===== config.mk =====
export PLATFORM = sky130hd
export DESIGN_NAME = srxu_top
export DESIGN_NICKNAME = d
export VERILOG_FILES = /design/src/srxu_pkg.sv /design/src/srxu_if.sv /design/src/srxu_rx.sv /design/src/srxu_top.sv /design/src/srxu_tx.sv
export VERILOG_INCLUDE_DIRS = /design/src
export SDC_FILE = /design/constraint.sdc
export NUM_CORES = 1
export LEC_CHECK = 0
export CORE_ASPECT_RATIO = 1.1
export CORE_MARGIN = 4
export CORE_UTILIZATION = 66
export CTS_BUF_LIST = sky130_fd_sc_hd__clkbuf_4 sky130_fd_sc_hd__clkbuf_8
export DETAILED_ROUTE_END_ITERATION = 10
export DONT_BUFFER_PORTS = 1
export GPL_ROUTABILITY_DRIVEN = 0
export PLACE_DENSITY_LB_ADDON = 0.2
export SKIP_LAST_GASP = 1
export SYNTH_ARGS = -nofsm -noshare
export SYNTH_HDL_FRONTEND = slang
export SYNTH_SLANG_ARGS = --single-unit

===== constraint.sdc =====
create_clock -name clk -period 4.1 [get_ports clk]
set_input_delay 1.025 -clock clk [delete_from_list [all_inputs] [get_ports clk]]
set_output_delay 1.025 -clock clk [all_outputs]
set_load 0.01 [all_outputs]

===== src/srxu_cfg.svh =====
// Constants of the serial port receiver and transmitter.
`ifndef SRXU_CFG_SVH
`define SRXU_CFG_SVH
`define SRXU_CLK_HZ      100000000
`define SRXU_TICK_NS     10000
`define SRXU_TICK_CYC    (`SRXU_TICK_NS / 10)
`define SRXU_A_CFG       4'h0
`define SRXU_A_TXDATA    4'h1
`define SRXU_A_RXDATA    4'h2
`define SRXU_A_STATUS    4'h3
`define SRXU_A_IDLE      4'h4
`define SRXU_A_STAMP     4'h5
`define SRXU_CFG_RST     16'h903B
`endif


===== src/srxu_pkg.sv =====
// Types of the serial port receiver and transmitter.
package srxu_pkg;
   typedef enum logic [2:0] {SRXU_PAR_NONE, SRXU_PAR_ODD, SRXU_PAR_EVEN,
                             SRXU_PAR_MARK, SRXU_PAR_SPACE} srxu_par_e;
   typedef enum logic [1:0] {SRXU_ST_IDLE, SRXU_ST_START, SRXU_ST_BITS,
                             SRXU_ST_STOP} srxu_state_e;
   typedef struct packed {
      logic [15:0] stamp;
      logic [7:0]  err;
      logic [7:0]  data;
   } srxu_rec_s;
   // Divisor per sixteenth of a bit at 100 MHz for each rate code.
   function automatic logic [15:0] srxu_div(input logic [3:0] code);
      logic [15:0] d;
      d = 16'h0036;
      unique case (code)
         4'h0: d = 16'h7A12;
         4'h1: d = 16'h516C;
         4'h2: d = 16'h28B6;
         4'h3: d = 16'h145B;
         4'h4: d = 16'h0D90;
         4'h5: d = 16'h0A2C;
         4'h6: d = 16'h0516;
         4'h7: d = 16'h028B;
         4'h8: d = 16'h0145;
         4'h9: d = 16'h00A3;
         4'hA: d = 16'h006C;
         default: d = 16'h0036;
      endcase
      return d;
   endfunction : srxu_div
endpackage : srxu_pkg


===== src/srxu_if.sv =====
// Interface between the receive core and the top of the serial port.
`timescale 1ns/100ps
interface srxu_if;
   import srxu_pkg::*;
   logic      os16;
   logic [1:0] len;
   logic [2:0] par;
   logic       stop2;
   logic       push;
   srxu_rec_s  rec;
   logic       rx_end;
   modport core (input os16, len, par, stop2, output push, rec, rx_end);
   modport top  (output os16, len, par, stop2, input push, rec, rx_end);
endinterface : srxu_if


===== src/srxu_rx.sv =====
// Receive core: frames one character and flags its errors.
`timescale 1ns/100ps
module srxu_rx
   import srxu_pkg::*;
(
   input  wire logic clk,
   input  wire logic rstn,
   input  wire logic rx_s,
   srxu_if.core      bus
);
   srxu_state_e st_q;
   logic [3:0]  ph_q;
   logic [3:0]  bit_q;
   logic [7:0]  sh_q;
   logic        pbit_q;
   logic        zero_q;
   logic        rx_d_q;
   logic        push_q;
   logic [7:0]  data_q;
   logic [7:0]  err_q;
   wire [3:0] nbits   = 4'h5 + {2'b00, bus.len};
   wire       haspar  = bus.par != SRXU_PAR_NONE;
   wire [3:0] total   = nbits + {3'b000, haspar};
   wire       mid     = bus.os16 && ph_q == 4'h7;
   wire [7:0] msk     = 8'hFF >> (4'h8 - nbits);
   wire [7:0] dat     = (sh_q >> (4'h8 - nbits)) & msk;
   wire       xr      = ^dat;
   wire       exp_p   = (bus.par == SRXU_PAR_ODD)  ? ~xr :
                        (bus.par == SRXU_PAR_EVEN) ? xr  :
                        (bus.par == SRXU_PAR_MARK);
   wire       perr    = haspar && (pbit_q != exp_p);
   wire       ferr    = !rx_s;
   wire       brk     = ferr && zero_q;
   wire [7:0] err_n   = {1'b0, 1'b0, perr, ferr, brk, 2'b00, (perr | ferr)};
   always_ff @(posedge clk or negedge rstn) begin
      if (!rstn) begin
         st_q <= SRXU_ST_IDLE;
         ph_q <= 4'h0;
         bit_q <= 4'h0;
         sh_q <= 8'h00;
         pbit_q <= 1'b0;
         zero_q <= 1'b0;
         push_q <= 1'b0;
         rx_d_q <= 1'b1;
         data_q <= 8'h00;
         err_q <= 8'h00;
      end else begin
         push_q <= 1'b0;
         rx_d_q <= rx_s;
         if (bus.os16) ph_q <= (st_q == SRXU_ST_IDLE) ? 4'h0 : ph_q + 4'h1;
         unique case (st_q)
            // A start needs a falling edge, so a line held low after a break
            // yields one character rather than a stream of them.
            SRXU_ST_IDLE: if (rx_d_q && !rx_s) st_q <= SRXU_ST_START;
            SRXU_ST_START: if (mid) begin
               st_q <= rx_s ? SRXU_ST_IDLE : SRXU_ST_BITS;
               bit_q <= 4'h0;
               zero_q <= 1'b1;
            end
            SRXU_ST_BITS: if (mid) begin
               if (rx_s) zero_q <= 1'b0;
               if (bit_q < nbits) sh_q <= {rx_s, sh_q[7:1]};
               else pbit_q <= rx_s;
               bit_q <= bit_q + 4'h1;
               if (bit_q + 4'h1 == total) st_q <= SRXU_ST_STOP;
            end
            SRXU_ST_STOP: if (mid) begin
               st_q <= SRXU_ST_IDLE;
               push_q <= 1'b1;
               data_q <= dat;
               err_q <= err_n;
            end
         endcase
      end
   end
   // The stop half is not waited for in full, so back-to-back characters keep step.
   assign bus.push = push_q;
   assign bus.rec  = '{stamp: 16'h0000, err: err_q, data: data_q};
   assign bus.rx_end = push_q;
   stop_len_a: assert property (@(posedge clk) disable iff (!rstn)
      push_q |-> $past(st_q) == SRXU_ST_STOP) else $error("push without stop");
   brk_err_a: assert property (@(posedge clk) disable iff (!rstn)
      push_q && err_q[3] |-> err_q[4] && err_q[0]) else $error("break flags");
   err_zero_a: assert property (@(posedge clk) disable iff (!rstn)
      err_q[2:1] == 2'b00) else $error("unused error bits set");
   rx_push_c: cover property (@(posedge clk) disable iff (!rstn) push_q && !err_q[0]);
endmodule : srxu_rx


===== src/srxu_top.sv =====
// Serial port with register port, receive FIFO, idle stamp and transmitter.
`timescale 1ns/100ps
`include "srxu_cfg.svh"
module srxu_top
   import srxu_pkg::*;
#(
   parameter int DEPTH = 16
)(
   input  wire logic        clk,
   input  wire logic        rstn,
   input  wire logic [3:0]  addr,
   input  wire logic [15:0] wdata,
   input  wire logic        wr,
   input  wire logic        rd,
   output logic      [15:0] rdata,
   input  wire logic        rx_pin,
   output logic             tx_pin,
   output logic             tx_oe,
   output logic             rx_irq
);
   localparam int AW = $clog2(DEPTH);
   srxu_if bus();
   logic [15:0] cfg_q;
   logic        rs1_q, rs2_q;
   logic [15:0] div_q;
   logic        os16_q;
   logic [9:0]  tk_q;
   logic [15:0] idle_q;
   logic [31:0] mem [DEPTH];
   logic [AW-1:0] wp_q, rp_q;
   logic [AW:0]   cnt_q;
   logic          ovr_q;
   logic          lbo_q;
   logic [15:0]   rdata_q;
   logic [31:0]   rec_hold_q;
   // Config fields: [3:0] rate, [5:4] length-5, [8:6] parity, [9] two stop
   // bits, [10] extended, [12:11] threshold, [15] RS-485.
   wire [3:0] rate    = cfg_q[3:0];
   wire [2:0] par     = cfg_q[8:6];
   wire [1:0] len     = cfg_q[5:4];
   wire       stop_x  = cfg_q[9];
   wire       ext     = cfg_q[10];
   wire       rs485   = cfg_q[15];
   wire [4:0] thr     = (cfg_q[12:11] == 2'd0) ? 5'd1 : (cfg_q[12:11] == 2'd1) ? 5'd4 :
                        (cfg_q[12:11] == 2'd2) ? 5'd8 : 5'd14;
   wire       wr_cfg  = wr && addr == `SRXU_A_CFG;
   wire       wr_tx   = wr && addr == `SRXU_A_TXDATA;
   wire       rd_rx   = rd && addr == `SRXU_A_RXDATA;
   wire       empty   = cnt_q == '0;
   wire       full    = cnt_q == (AW+1)'(DEPTH);
   wire       pop     = rd_rx && !empty;
   wire       push    = bus.push;
   logic      tx_busy;
   logic      tx_done;
   assign bus.os16  = os16_q;
   assign bus.len   = len;
   assign bus.par   = par;
   assign bus.stop2 = stop_x;
   always_ff @(posedge clk or negedge rstn) begin
      if (!rstn) begin
         rs1_q <= 1'b1;
         rs2_q <= 1'b1;
      end else begin
         rs1_q <= rx_pin;
         rs2_q <= rs1_q;
      end
   end
   always_ff @(posedge clk or negedge rstn) begin
      if (!rstn) cfg_q <= `SRXU_CFG_RST;
      else if (wr_cfg) cfg_q <= wdata;
   end
   // A configuration write reloads the divider with the new rate at once.
   wire [3:0] rate_n  = wr_cfg ? wdata[3:0] : rate;
   // Sixteen-times bit clock enable.
   always_ff @(posedge clk or negedge rstn) begin
      if (!rstn) begin
         div_q <= 16'h0000;
         os16_q <= 1'b0;
      end else begin
         os16_q <= div_q == 16'h0000;
         div_q <= (div_q == 16'h0000 || wr_cfg) ? srxu_div(rate_n) - 16'h0001 : div_q - 16'h0001;
      end
   end
   // The 10 us tick restarts with the idle count, so no unit is gained from a
   // period that had partly run before the restart.
   wire       restart = bus.rx_end || wr_cfg || tx_done;
   wire       tick    = tk_q == 10'(`SRXU_TICK_CYC - 1);
   always_ff @(posedge clk or negedge rstn) begin
      if (!rstn) tk_q <= 10'h000;
      else tk_q <= (tick || restart) ? 10'h000 : tk_q + 10'h001;
   end
   // Stamp taken at push is the silence before the character ends; it is
   // measured end to end, so it includes the character itself, a known limitation.
   always_ff @(posedge clk or negedge rstn) begin
      if (!rstn) idle_q <= 16'h0000;
      else if (restart) idle_q <= 16'h0000;
      else if (tick && idle_q != 16'hFFFF) idle_q <= idle_q + 16'h0001;
   end
   srxu_rx u_rx (
      .clk  (clk),
      .rstn (rstn),
      .rx_s (rs2_q),
      .bus  (bus)
   );
   wire [31:0] rec_in = {idle_q, bus.rec.err | {full, 6'h00, full}, bus.rec.data};
   always_ff @(posedge clk) begin
      if (push) mem[wp_q] <= rec_in;
   end
   always_ff @(posedge clk or negedge rstn) begin
      if (!rstn) begin
         wp_q <= '0;
         rp_q <= '0;
         cnt_q <= '0;
      end else begin
         if (push) wp_q <= wp_q + 1'b1;
         if (pop || (push && full)) rp_q <= rp_q + 1'b1;
         if (push && !full && !pop) cnt_q <= cnt_q + 1'b1;
         else if (pop && !push) cnt_q <= cnt_q - 1'b1;
      end
   end
   // Overwrite on full keeps the newest data; the lost slot is flagged both ways.
   always_ff @(posedge clk or negedge rstn) begin
      if (!rstn) ovr_q <= 1'b0;
      else if (push && full) ovr_q <= 1'b1;
      else if (pop) ovr_q <= 1'b0;
   end
   always_ff @(posedge clk or negedge rstn) begin
      if (!rstn) lbo_q <= 1'b0;
      else lbo_q <= push && full;
   end
   // A read takes the data word, with the error byte above it in extended mode; the same
   // pop latches the stamp into the hold register read at STAMP.
   wire [31:0] head    = mem[rp_q];
   wire [7:0]  err_out = head[15:8] | {1'b0, ovr_q, 5'h00, ovr_q};
   wire [15:0] rx_word = ext ? {err_out, head[7:0]} : {8'h00, head[7:0]};
   always_ff @(posedge clk or negedge rstn) begin
      if (!rstn) rec_hold_q <= 32'h0000_0000;
      else if (pop) rec_hold_q <= {head[31:16], err_out, head[7:0]};
   end
   wire [15:0] status  = {8'h00, lbo_q, tx_busy, ovr_q, 5'(cnt_q)};
   wire [15:0] rd_mux  = (addr == `SRXU_A_CFG)    ? cfg_q :
                         (addr == `SRXU_A_RXDATA) ? (empty ? 16'h0000 : rx_word) :
                         (addr == `SRXU_A_STATUS) ? status :
                         (addr == `SRXU_A_IDLE)   ? idle_q :
                         (addr == `SRXU_A_STAMP)  ? rec_hold_q[31:16] : 16'h0000;
   always_ff @(posedge clk or negedge rstn) begin
      if (!rstn) rdata_q <= 16'h0000;
      else rdata_q <= rd ? rd_mux : 16'h0000;
   end
   assign rdata = rdata_q;
   assign rx_irq = cnt_q >= thr;
   srxu_tx u_tx (
      .clk   (clk),
      .rstn  (rstn),
      .os16  (os16_q),
      .len   (len),
      .par   (par),
      .stop_x(stop_x),
      .start (wr_tx),
      .data  (wdata[7:0]),
      .busy  (tx_busy),
      .done  (tx_done),
      .txd   (tx_pin)
   );
   // In two-wire mode the driver is enabled only while sending.
   assign tx_oe = rs485 ? tx_busy : 1'b1;
   irq_thr_a: assert property (@(posedge clk) disable iff (!rstn)
      cnt_q == 5'(thr) |-> rx_irq) else $error("irq missing at threshold");
   idle_sat_a: assert property (@(posedge clk) disable iff (!rstn)
      $past(idle_q) == 16'hFFFF && !$past(restart) |-> idle_q == 16'hFFFF)
      else $error("idle stamp wrapped");
   idle_rst_a: assert property (@(posedge clk) disable iff (!rstn)
      wr_cfg |=> idle_q == 16'h0000) else $error("idle not restarted");
   ovr_flag_a: assert property (@(posedge clk) disable iff (!rstn)
      push && full |=> ovr_q) else $error("overrun not flagged");
   oe_mode_a: assert property (@(posedge clk) disable iff (!rstn)
      !rs485 |-> tx_oe) else $error("four-wire driver off");
   fifo_c: cover property (@(posedge clk) disable iff (!rstn) full);
   ext_c: cover property (@(posedge clk) disable iff (!rstn) pop && ext);
   tx_c: cover property (@(posedge clk) disable iff (!rstn) tx_done);
endmodule : srxu_top


===== src/srxu_tx.sv =====
// Transmitter framing one character with the receiver's settings.
`timescale 1ns/100ps
module srxu_tx
   import srxu_pkg::*;
(
   input  wire logic       clk,
   input  wire logic       rstn,
   input  wire logic       os16,
   input  wire logic [1:0] len,
   input  wire logic [2:0] par,
   input  wire logic       stop_x,
   input  wire logic       start,
   input  wire logic [7:0] data,
   output logic            busy,
   output logic            done,
   output logic            txd
);
   logic [11:0] sh_q;
   logic [4:0]  half_q;
   logic [3:0]  ph_q;
   logic        busy_q, done_q;
   wire [3:0] nb  = 4'h5 + {2'b00, len};
   wire [7:0] dm  = data & (8'hFF >> (4'h8 - nb));
   wire       hp  = par != SRXU_PAR_NONE;
   wire       pb  = (par == SRXU_PAR_ODD) ? ~^dm : (par == SRXU_PAR_EVEN) ? ^dm :
                    (par == SRXU_PAR_MARK);
   // Frame counted in half bits: stop 1, or 1.5 with five bits, else 2.
   wire [4:0] stp = !stop_x ? 5'd2 : (len == 2'd0) ? 5'd3 : 5'd4;
   wire [4:0] hl  = 5'd2 + {nb, 1'b0} + (hp ? 5'd2 : 5'd0) + stp;
   wire [11:0] word = (12'hFFF << (nb + {3'b000, hp})) | (hp ? (12'(pb) << nb) : 12'h000) | 12'(dm);
   always_ff @(posedge clk or negedge rstn) begin
      if (!rstn) begin
         sh_q <= 12'hFFF;
         half_q <= 5'd0;
         ph_q <= 4'h0;
         busy_q <= 1'b0;
         done_q <= 1'b0;
         txd <= 1'b1;
      end else begin
         done_q <= 1'b0;
         if (start && !busy_q) begin
            busy_q <= 1'b1;
            sh_q <= word;
            half_q <= hl;
            ph_q <= 4'h0;
            txd <= 1'b0;
         end else if (busy_q && os16) begin
            ph_q <= ph_q + 4'h1;
            if (ph_q[2:0] == 3'h7) begin
               half_q <= half_q - 5'd1;
               if (half_q == 5'd1) begin
                  busy_q <= 1'b0;
                  done_q <= 1'b1;
                  txd <= 1'b1;
               end else if (ph_q[3] && half_q > 5'd1) begin
                  txd <= sh_q[0];
                  sh_q <= {1'b1, sh_q[11:1]};
               end
            end
         end
      end
   end
   assign busy = busy_q;
   assign done = done_q;
   tx_idle_a: assert property (@(posedge clk) disable iff (!rstn)
      !busy_q |-> txd) else $error("line not idle");
   done_idle_a: assert property (@(posedge clk) disable iff (!rstn)
      done_q |-> !busy_q) else $error("done while busy");
endmodule : srxu_tx


==> metrics.yaml, run 1 <==
status: "finished, final reports clean"
synth_ff_type: "edfxtp_1"
leakagePower_nw: 10.2
synth.avg_cell_area_um2: 16.2
crit_required_ns: 4.64
numCtsBuffers: 97
slowest_delay_ns: 0.71
end_kind: "flop"
top_level_ports: 44
grt-ovfl-total: 0
crit_path_start_kind: "flop"
synth_area_leader_cell: "edfxtp_1"
setup_viol: 0
wirelength_um: 61300
path_depth: 8
critical_path_class: "reg2reg"
synthTopCellsByArea: "edfxtp_1, dfrtp_1, mux4_2"
synth_nets: 1726
clk_path_buf_depth: 3
fp.dieH_um: 219
reg2reg_slack_ns: 0.57
wl_per_cell_um: 26.6
yosysSeqAreaShare: 0.675
post_cts_buffers: 0
final_cell_mix: "edfxtp_1, mux4_2, nand2_1, dfrtp_1, clkbuf_8"
worstSkewPairLatency_ns: 0.69
setup_slack_ns: 0.573
grt_first_pass_wirelength_um: 94200
rsz0062_at_grt: "false"
fin_crit_ns: 3.53
synth-edff-count: 464
crit_path_start: "cfg_q[5]$_DFFE_PN1P_"
utilization: 0.737
fin_worst_skew_ns: 0.0344
hold_class: "in2async"
hold_buffers: 2
arrival_ns: 4.06
crit_chain: "inv_1 -> ha_1 -> mux4_2 -> xnor2_1 -> xnor3_1 -> mux2i_1 -> a221oi_1 -> a21oi_1"
grt_util_met1: 0.381
die-area_um2: 43900
grt_max_degree: 132
drv_cap: 0
clockRootBuffer: "clkbuf_8"
ys_async_sr_fraction: 0.262
final_antenna_net_count: 0
vias: 15100
grt_usage: 0.287
grt_pass1_vias: 15800
synth_top_area_frac: 0.520
fin_nets: 1782
antenna_found_initial: 1
met2_usage: 0.477
syn_area_um2: 26800
rr_endpoint: "u_rx.err_q[0]$_DFFE_PN0P_"
initial_core_util: 0.667
num_rows: 77
cts_resized: 0
clkTransAtPathRegs_ns: 0.06
cts_tree: "done"
drv_slew: 0
met3_usage: 0.0567
tns_ns: 0
port_buffers: 0
vdd_drop_max_mv: 0.327
crit_family: "multiplexers"
worstMarginPinSlew_ns: 1.22
final_common_cell: "edfxtp_1"
synthDistinctLibCells: 73
drc: 0
ys_warn_count: 0
dpl.hpwl_um: 36300
pre_cts_slack_ns: 0.291
area_growth_pct: 10.5
period_share: 0.860
hold_violations: 0
slew_headroom: 0.189
die_w_um: 200
firstDrtPassIters: 5
power_density_nw_per_um2: 564
viasPerCell: 6.57
r2r_cells: 8
cp_max_fo: 15
timing.rr.start: "cfg_q[5]$_DFFE_PN1P_"
crit_path_end: "u_rx.err_q[0]$_DFFE_PN0P_"
drt_iter0_markers: 1450
syn_inst: 1654
layout-drive-gt1-share: 0.251
h-tree-depth: 3
path_buf_inv: 1
busiest_layer: "met2"
cts_sinks: 629
crit_slowest_cell: "ha_1"
core-area_um2: 40200
fmax_mhz: 284
synth-seq-cells: 629
-- cell type report --
| class | count | area (µm²) |
|---|---|---|
| Sequential cell | 629 | 18100 |
| Fill cell | 2334 | 10600 |
| Multi-Input combinational cell | 906 | 8280 |
| Clock buffer | 164 | 1930 |
| Tap cell | 513 | 642 |
| Timing Repair Buffer | 35 | 340 |
| Clock inverter | 16 | 169 |
| Inverter | 41 | 154 |
| Antenna cell | 1 | 2.50 |
-- power by group --
| part | leakage [nW] | switching (mW) | internal, mW |
|---|---|---|---|
| Clock | 1.12 | 2.35 | 3.15 |
| Combinational | 3.15 | 1.56 | 1.71 |
| Sequential | 5.91 | 0.679 | 7.27 |
-- worst min-delay path by stage --
stage / startpoint / endpoint / slack, ns
after CTS: rstn / rdata[15]$_DFF_PN0_ / 0.003
after floorplan: rs1_q$_DFF_PN1_ / rs2_q$_DFF_PN1_ / 0.35
final: rstn / rdata[15]$_DFF_PN0_ / 0.04
after global placement: rs1_q$_DFF_PN1_ / rs2_q$_DFF_PN1_ / 0.35
after global routing: rstn / rdata[15]$_DFF_PN0_ / 0.008
after detailed placement: rs1_q$_DFF_PN1_ / rs2_q$_DFF_PN1_ / 0.35
-- registers in the layout, indices dropped and copies added, names as in the netlist, 5 cells and up, named ones only --
register and count:
u_rx.data_q 8, u_tx.half_q 5, cfg_q 16, tk_q 10
u_rx.sh_q 8, rec_hold_q 16, cnt_q 5, u_tx.sh_q 11
mem 464, idle_q 16, rdata 16, div_q 16
-- synthesized netlist by cell type (8+ instances only) --
| master | instances |
|---|---|
| xnor2_1 | 34 |
| o21ai_0 | 58 |
| edfxtp_1 | 464 |
| xor2_1 | 30 |
| nand3_1 | 32 |
| mux2i_1 | 15 |
| a221oi_1 | 12 |
| and2_1 | 15 |
| dfrtp_1 | 143 |
| inv_1 | 39 |
| nor3_1 | 33 |
| a22oi_1 | 8 |
| buf_2 | 12 |
| nor2b_1 | 16 |
| a21oi_1 | 47 |
| ha_1 | 44 |
| nor2_1 | 105 |
| nand2_1 | 139 |
| clkbuf_1 | 50 |
| mux4_2 | 150 |
| mux2_2 | 29 |
| and3_1 | 13 |
| nand2b_1 | 15 |
| nand4_1 | 11 |
| buf_1 | 13 |
| dfstp_2 | 22 |
-- metal layers --
metal  up-vias  part of all wire
li1       6497                 -
met1      7784              0.38
met2       709              0.50
met3       153             0.085
met4         0             0.036
met5         -                 0
-- through the flow --
step / area [µm²] / power (mW) / instances / hold slack, ns
floorplan: 26800 / 10.4 / 1654 / 0.345
global placement: 27500 / 11.2 / 2122 / 0.349
detailed placement: 27500 / 11.3 / 2122 / 0.350
CTS: 29600 / 16.8 / 2304 / 0.00317
global route: 29600 / 17.5 / 2305 / 0.00772
finish: 29600 / 16.7 / 2305 / 0.0417
-- cells by family after synthesis --
logic type               Yosys count  share of synthesized area
multiplexers                     194                      0.144
AND/OR/NAND/NOR                  411                     0.0729
flip-flops                       629                      0.675
buffers and inverters            119                     0.0181
adder cells (fa/ha/maj)           47                     0.0228
XOR/XNOR                          66                     0.0226
AO/OA/AOI/OAI                    188                     0.0449
Power figures use the tool's default switching activity.
==> inputs of run 2 (changes only) <==
--- a/config.mk
+++ b/config.mk
@@ -7,9 +7,10 @@
 export NUM_CORES = 1
 export LEC_CHECK = 0
 export CORE_ASPECT_RATIO = 1.1
-export CORE_MARGIN = 4
-export CORE_UTILIZATION = 66
+export CORE_MARGIN = 10
+export CORE_UTILIZATION = 71
 export CTS_BUF_LIST = sky130_fd_sc_hd__clkbuf_4 sky130_fd_sc_hd__clkbuf_8
+export CTS_CLUSTER_DIAMETER = 40
 export DETAILED_ROUTE_END_ITERATION = 10
 export DONT_BUFFER_PORTS = 1
 export GPL_ROUTABILITY_DRIVEN = 0
==> constraint.sdc (replaced) <==
create_clock -name clk -period 4.55 [get_ports clk]
set_input_delay 1.1375 -clock clk [delete_from_list [all_inputs] [get_ports clk]]
set_output_delay 1.1375 -clock clk [all_outputs]
set_load 0.01 [all_outputs]
==> run 2 against run 1 <==
Critical path depth increased by 2. Sequential share of layout area increased by 0.31 points. Critical endpoint unchanged. Clock power decreased by 8.9%. Largest cell class unchanged. Global-route usage decreased by 0.97 points.
==> metrics.yaml, run 2 (synthesis results as in run 1) <==
antenna_found_initial: 0
diodes: 0
rsz0062_at_grt: "false"
wirelength_um: 61900
cp_max_fo: 19
fmax_mhz: 259
final_common_cell: "edfxtp_1"
largest_reg_flops: 464
whs_ns: 0.160
status: "finished, final reports clean"
grt_usage: 0.277
wl_per_cell_um: 27.3
die-area_um2: 45900
clockRootBuffer: "clkbuf_8"
leakagePower_nw: 10.1
power_mw: 15.1
postLayoutCellArea_um2: 29500
num_rows: 74
fp.dieH_um: 224
hold_violations: 0
fin_crit_ns: 3.85
core-area_um2: 37200
cts_tree: "done"
final_cell_mix: "edfxtp_1, mux4_2, dfrtp_1"
setup_viol: 0
firstDrtPassIters: 5
post_cts_buffers: 0
final_antenna_net_count: 0
critical_path_class: "reg2reg"
area_growth_pct: 9.94
reg2reg_slack_ns: 0.70
grt-ovfl-total: 0
layout-drive-gt1-share: 0.241
hold_class: "in2async"
numCtsBuffers: 93
pre_cts_slack_ns: 0.372
dpl.hpwl_um: 36900
clk_path_buf_depth: 3
initial_core_util: 0.720
grt_max_degree: 166
timing.rr.start: "cfg_q[4]$_DFFE_PN1P_"
setup_slack_ns: 0.696
grt_first_pass_wirelength_um: 94900
dp_cells: 2096
drc: 0
crit_path_start_kind: "flop"
slew_headroom: 0.159
top_level_ports: 44
vias: 15400
crit_path_start: "cfg_q[4]$_DFFE_PN1P_"
h-tree-depth: 3
fin_nets: 1769
drv_slew: 0
worstMarginPinSlew_ns: 1.26
period_share: 0.847
clkTransAtPathRegs_ns: 0.07
die_w_um: 205
crit_path_end: "u_rx.err_q[0]$_DFFE_PN0P_"
power_density_nw_per_um2: 512
fin_worst_skew_ns: 0.0393
rr_endpoint: "u_rx.err_q[0]$_DFFE_PN0P_"
vdd_drop_max_mv: 0.363
tns_ns: 0
worstSkewPairLatency_ns: 0.68
grt_pass1_vias: 15600
port_buffers: 0
drv_cap: 0
placed_area_um2: 27400
arrival_ns: 4.40
final_cells: 2271
cts_sinks: 629
r2r_cells: 10
largest_register: "mem"
utilization: 0.792
crit_required_ns: 5.10
drt_iter0_markers: 1664
end_kind: "flop"
cts_resized: 0
hold_buffers: 0
n_fill_cell: 1905
viasPerCell: 6.78
-- run 2: worst min path at each step --
| stage | start | endpoint | slack, ns | depth (start not counted) |
|---|---|---|---|---|
| after floorplan | rs1_q$_DFF_PN1_ | rs2_q$_DFF_PN1_ | 0.35 | 0 |
| after global routing | rstn | div_q[10]$_DFF_PN0_ | 0.14 | 0 |
| after global placement | rs1_q$_DFF_PN1_ | rs2_q$_DFF_PN1_ | 0.35 | 0 |
| after CTS | rstn | div_q[10]$_DFF_PN0_ | 0.12 | 0 |
| final | rstn | div_q[10]$_DFF_PN0_ | 0.16 | 0 |
| after detailed placement | rs1_q$_DFF_PN1_ | rs2_q$_DFF_PN1_ | 0.35 | 0 |
-- run 2: routing by layer --
| layer | global-route usage | wire, µm | vias up |
|---|---|---|---|
| met4 | 0.110 | 1910 | 0 |
| met3 | 0.0661 | 6860 | 148 |
| li1 | - | - | 6467 |
| met1 | 0.363 | 22300 | 7810 |
| met5 | 0 | 0 | - |
| met2 | 0.446 | 30900 | 977 |
-- run 2: area by class of cell --
class | instances | area [µm²] | share of cell area
clock buffer | 137 | 1670 | 0.0566
inverter | 41 | 154 | 0.00522
tap | 494 | 618 | 0.0210
multi-input combinational | 906 | 8270 | 0.281
timing repair buffer | 26 | 258 | 0.00875
sequential | 629 | 18100 | 0.614
clock inverter | 38 | 398 | 0.0135
-- run 2: worst max-delay path, cell delays in order (launching register included) --
cell	delay, ns
dfstp_2	0.82
inv_1	0.24
ha_1	0.76
mux4_2	0.62
xor2_1	0.19
xnor3_1	0.25
xnor3_1	0.24
nand2_1	0.08
o21ai_0	0.08
a221oi_1	0.33
a21oi_1	0.12
-- run 2: power by group --
| group | total, mW | internal (mW) | switching (mW) |
|---|---|---|---|
| logic | 2.88 | 1.50 | 1.38 |
| registers | 7.19 | 6.55 | 0.642 |
| clock network | 5.01 | 2.82 | 2.19 |
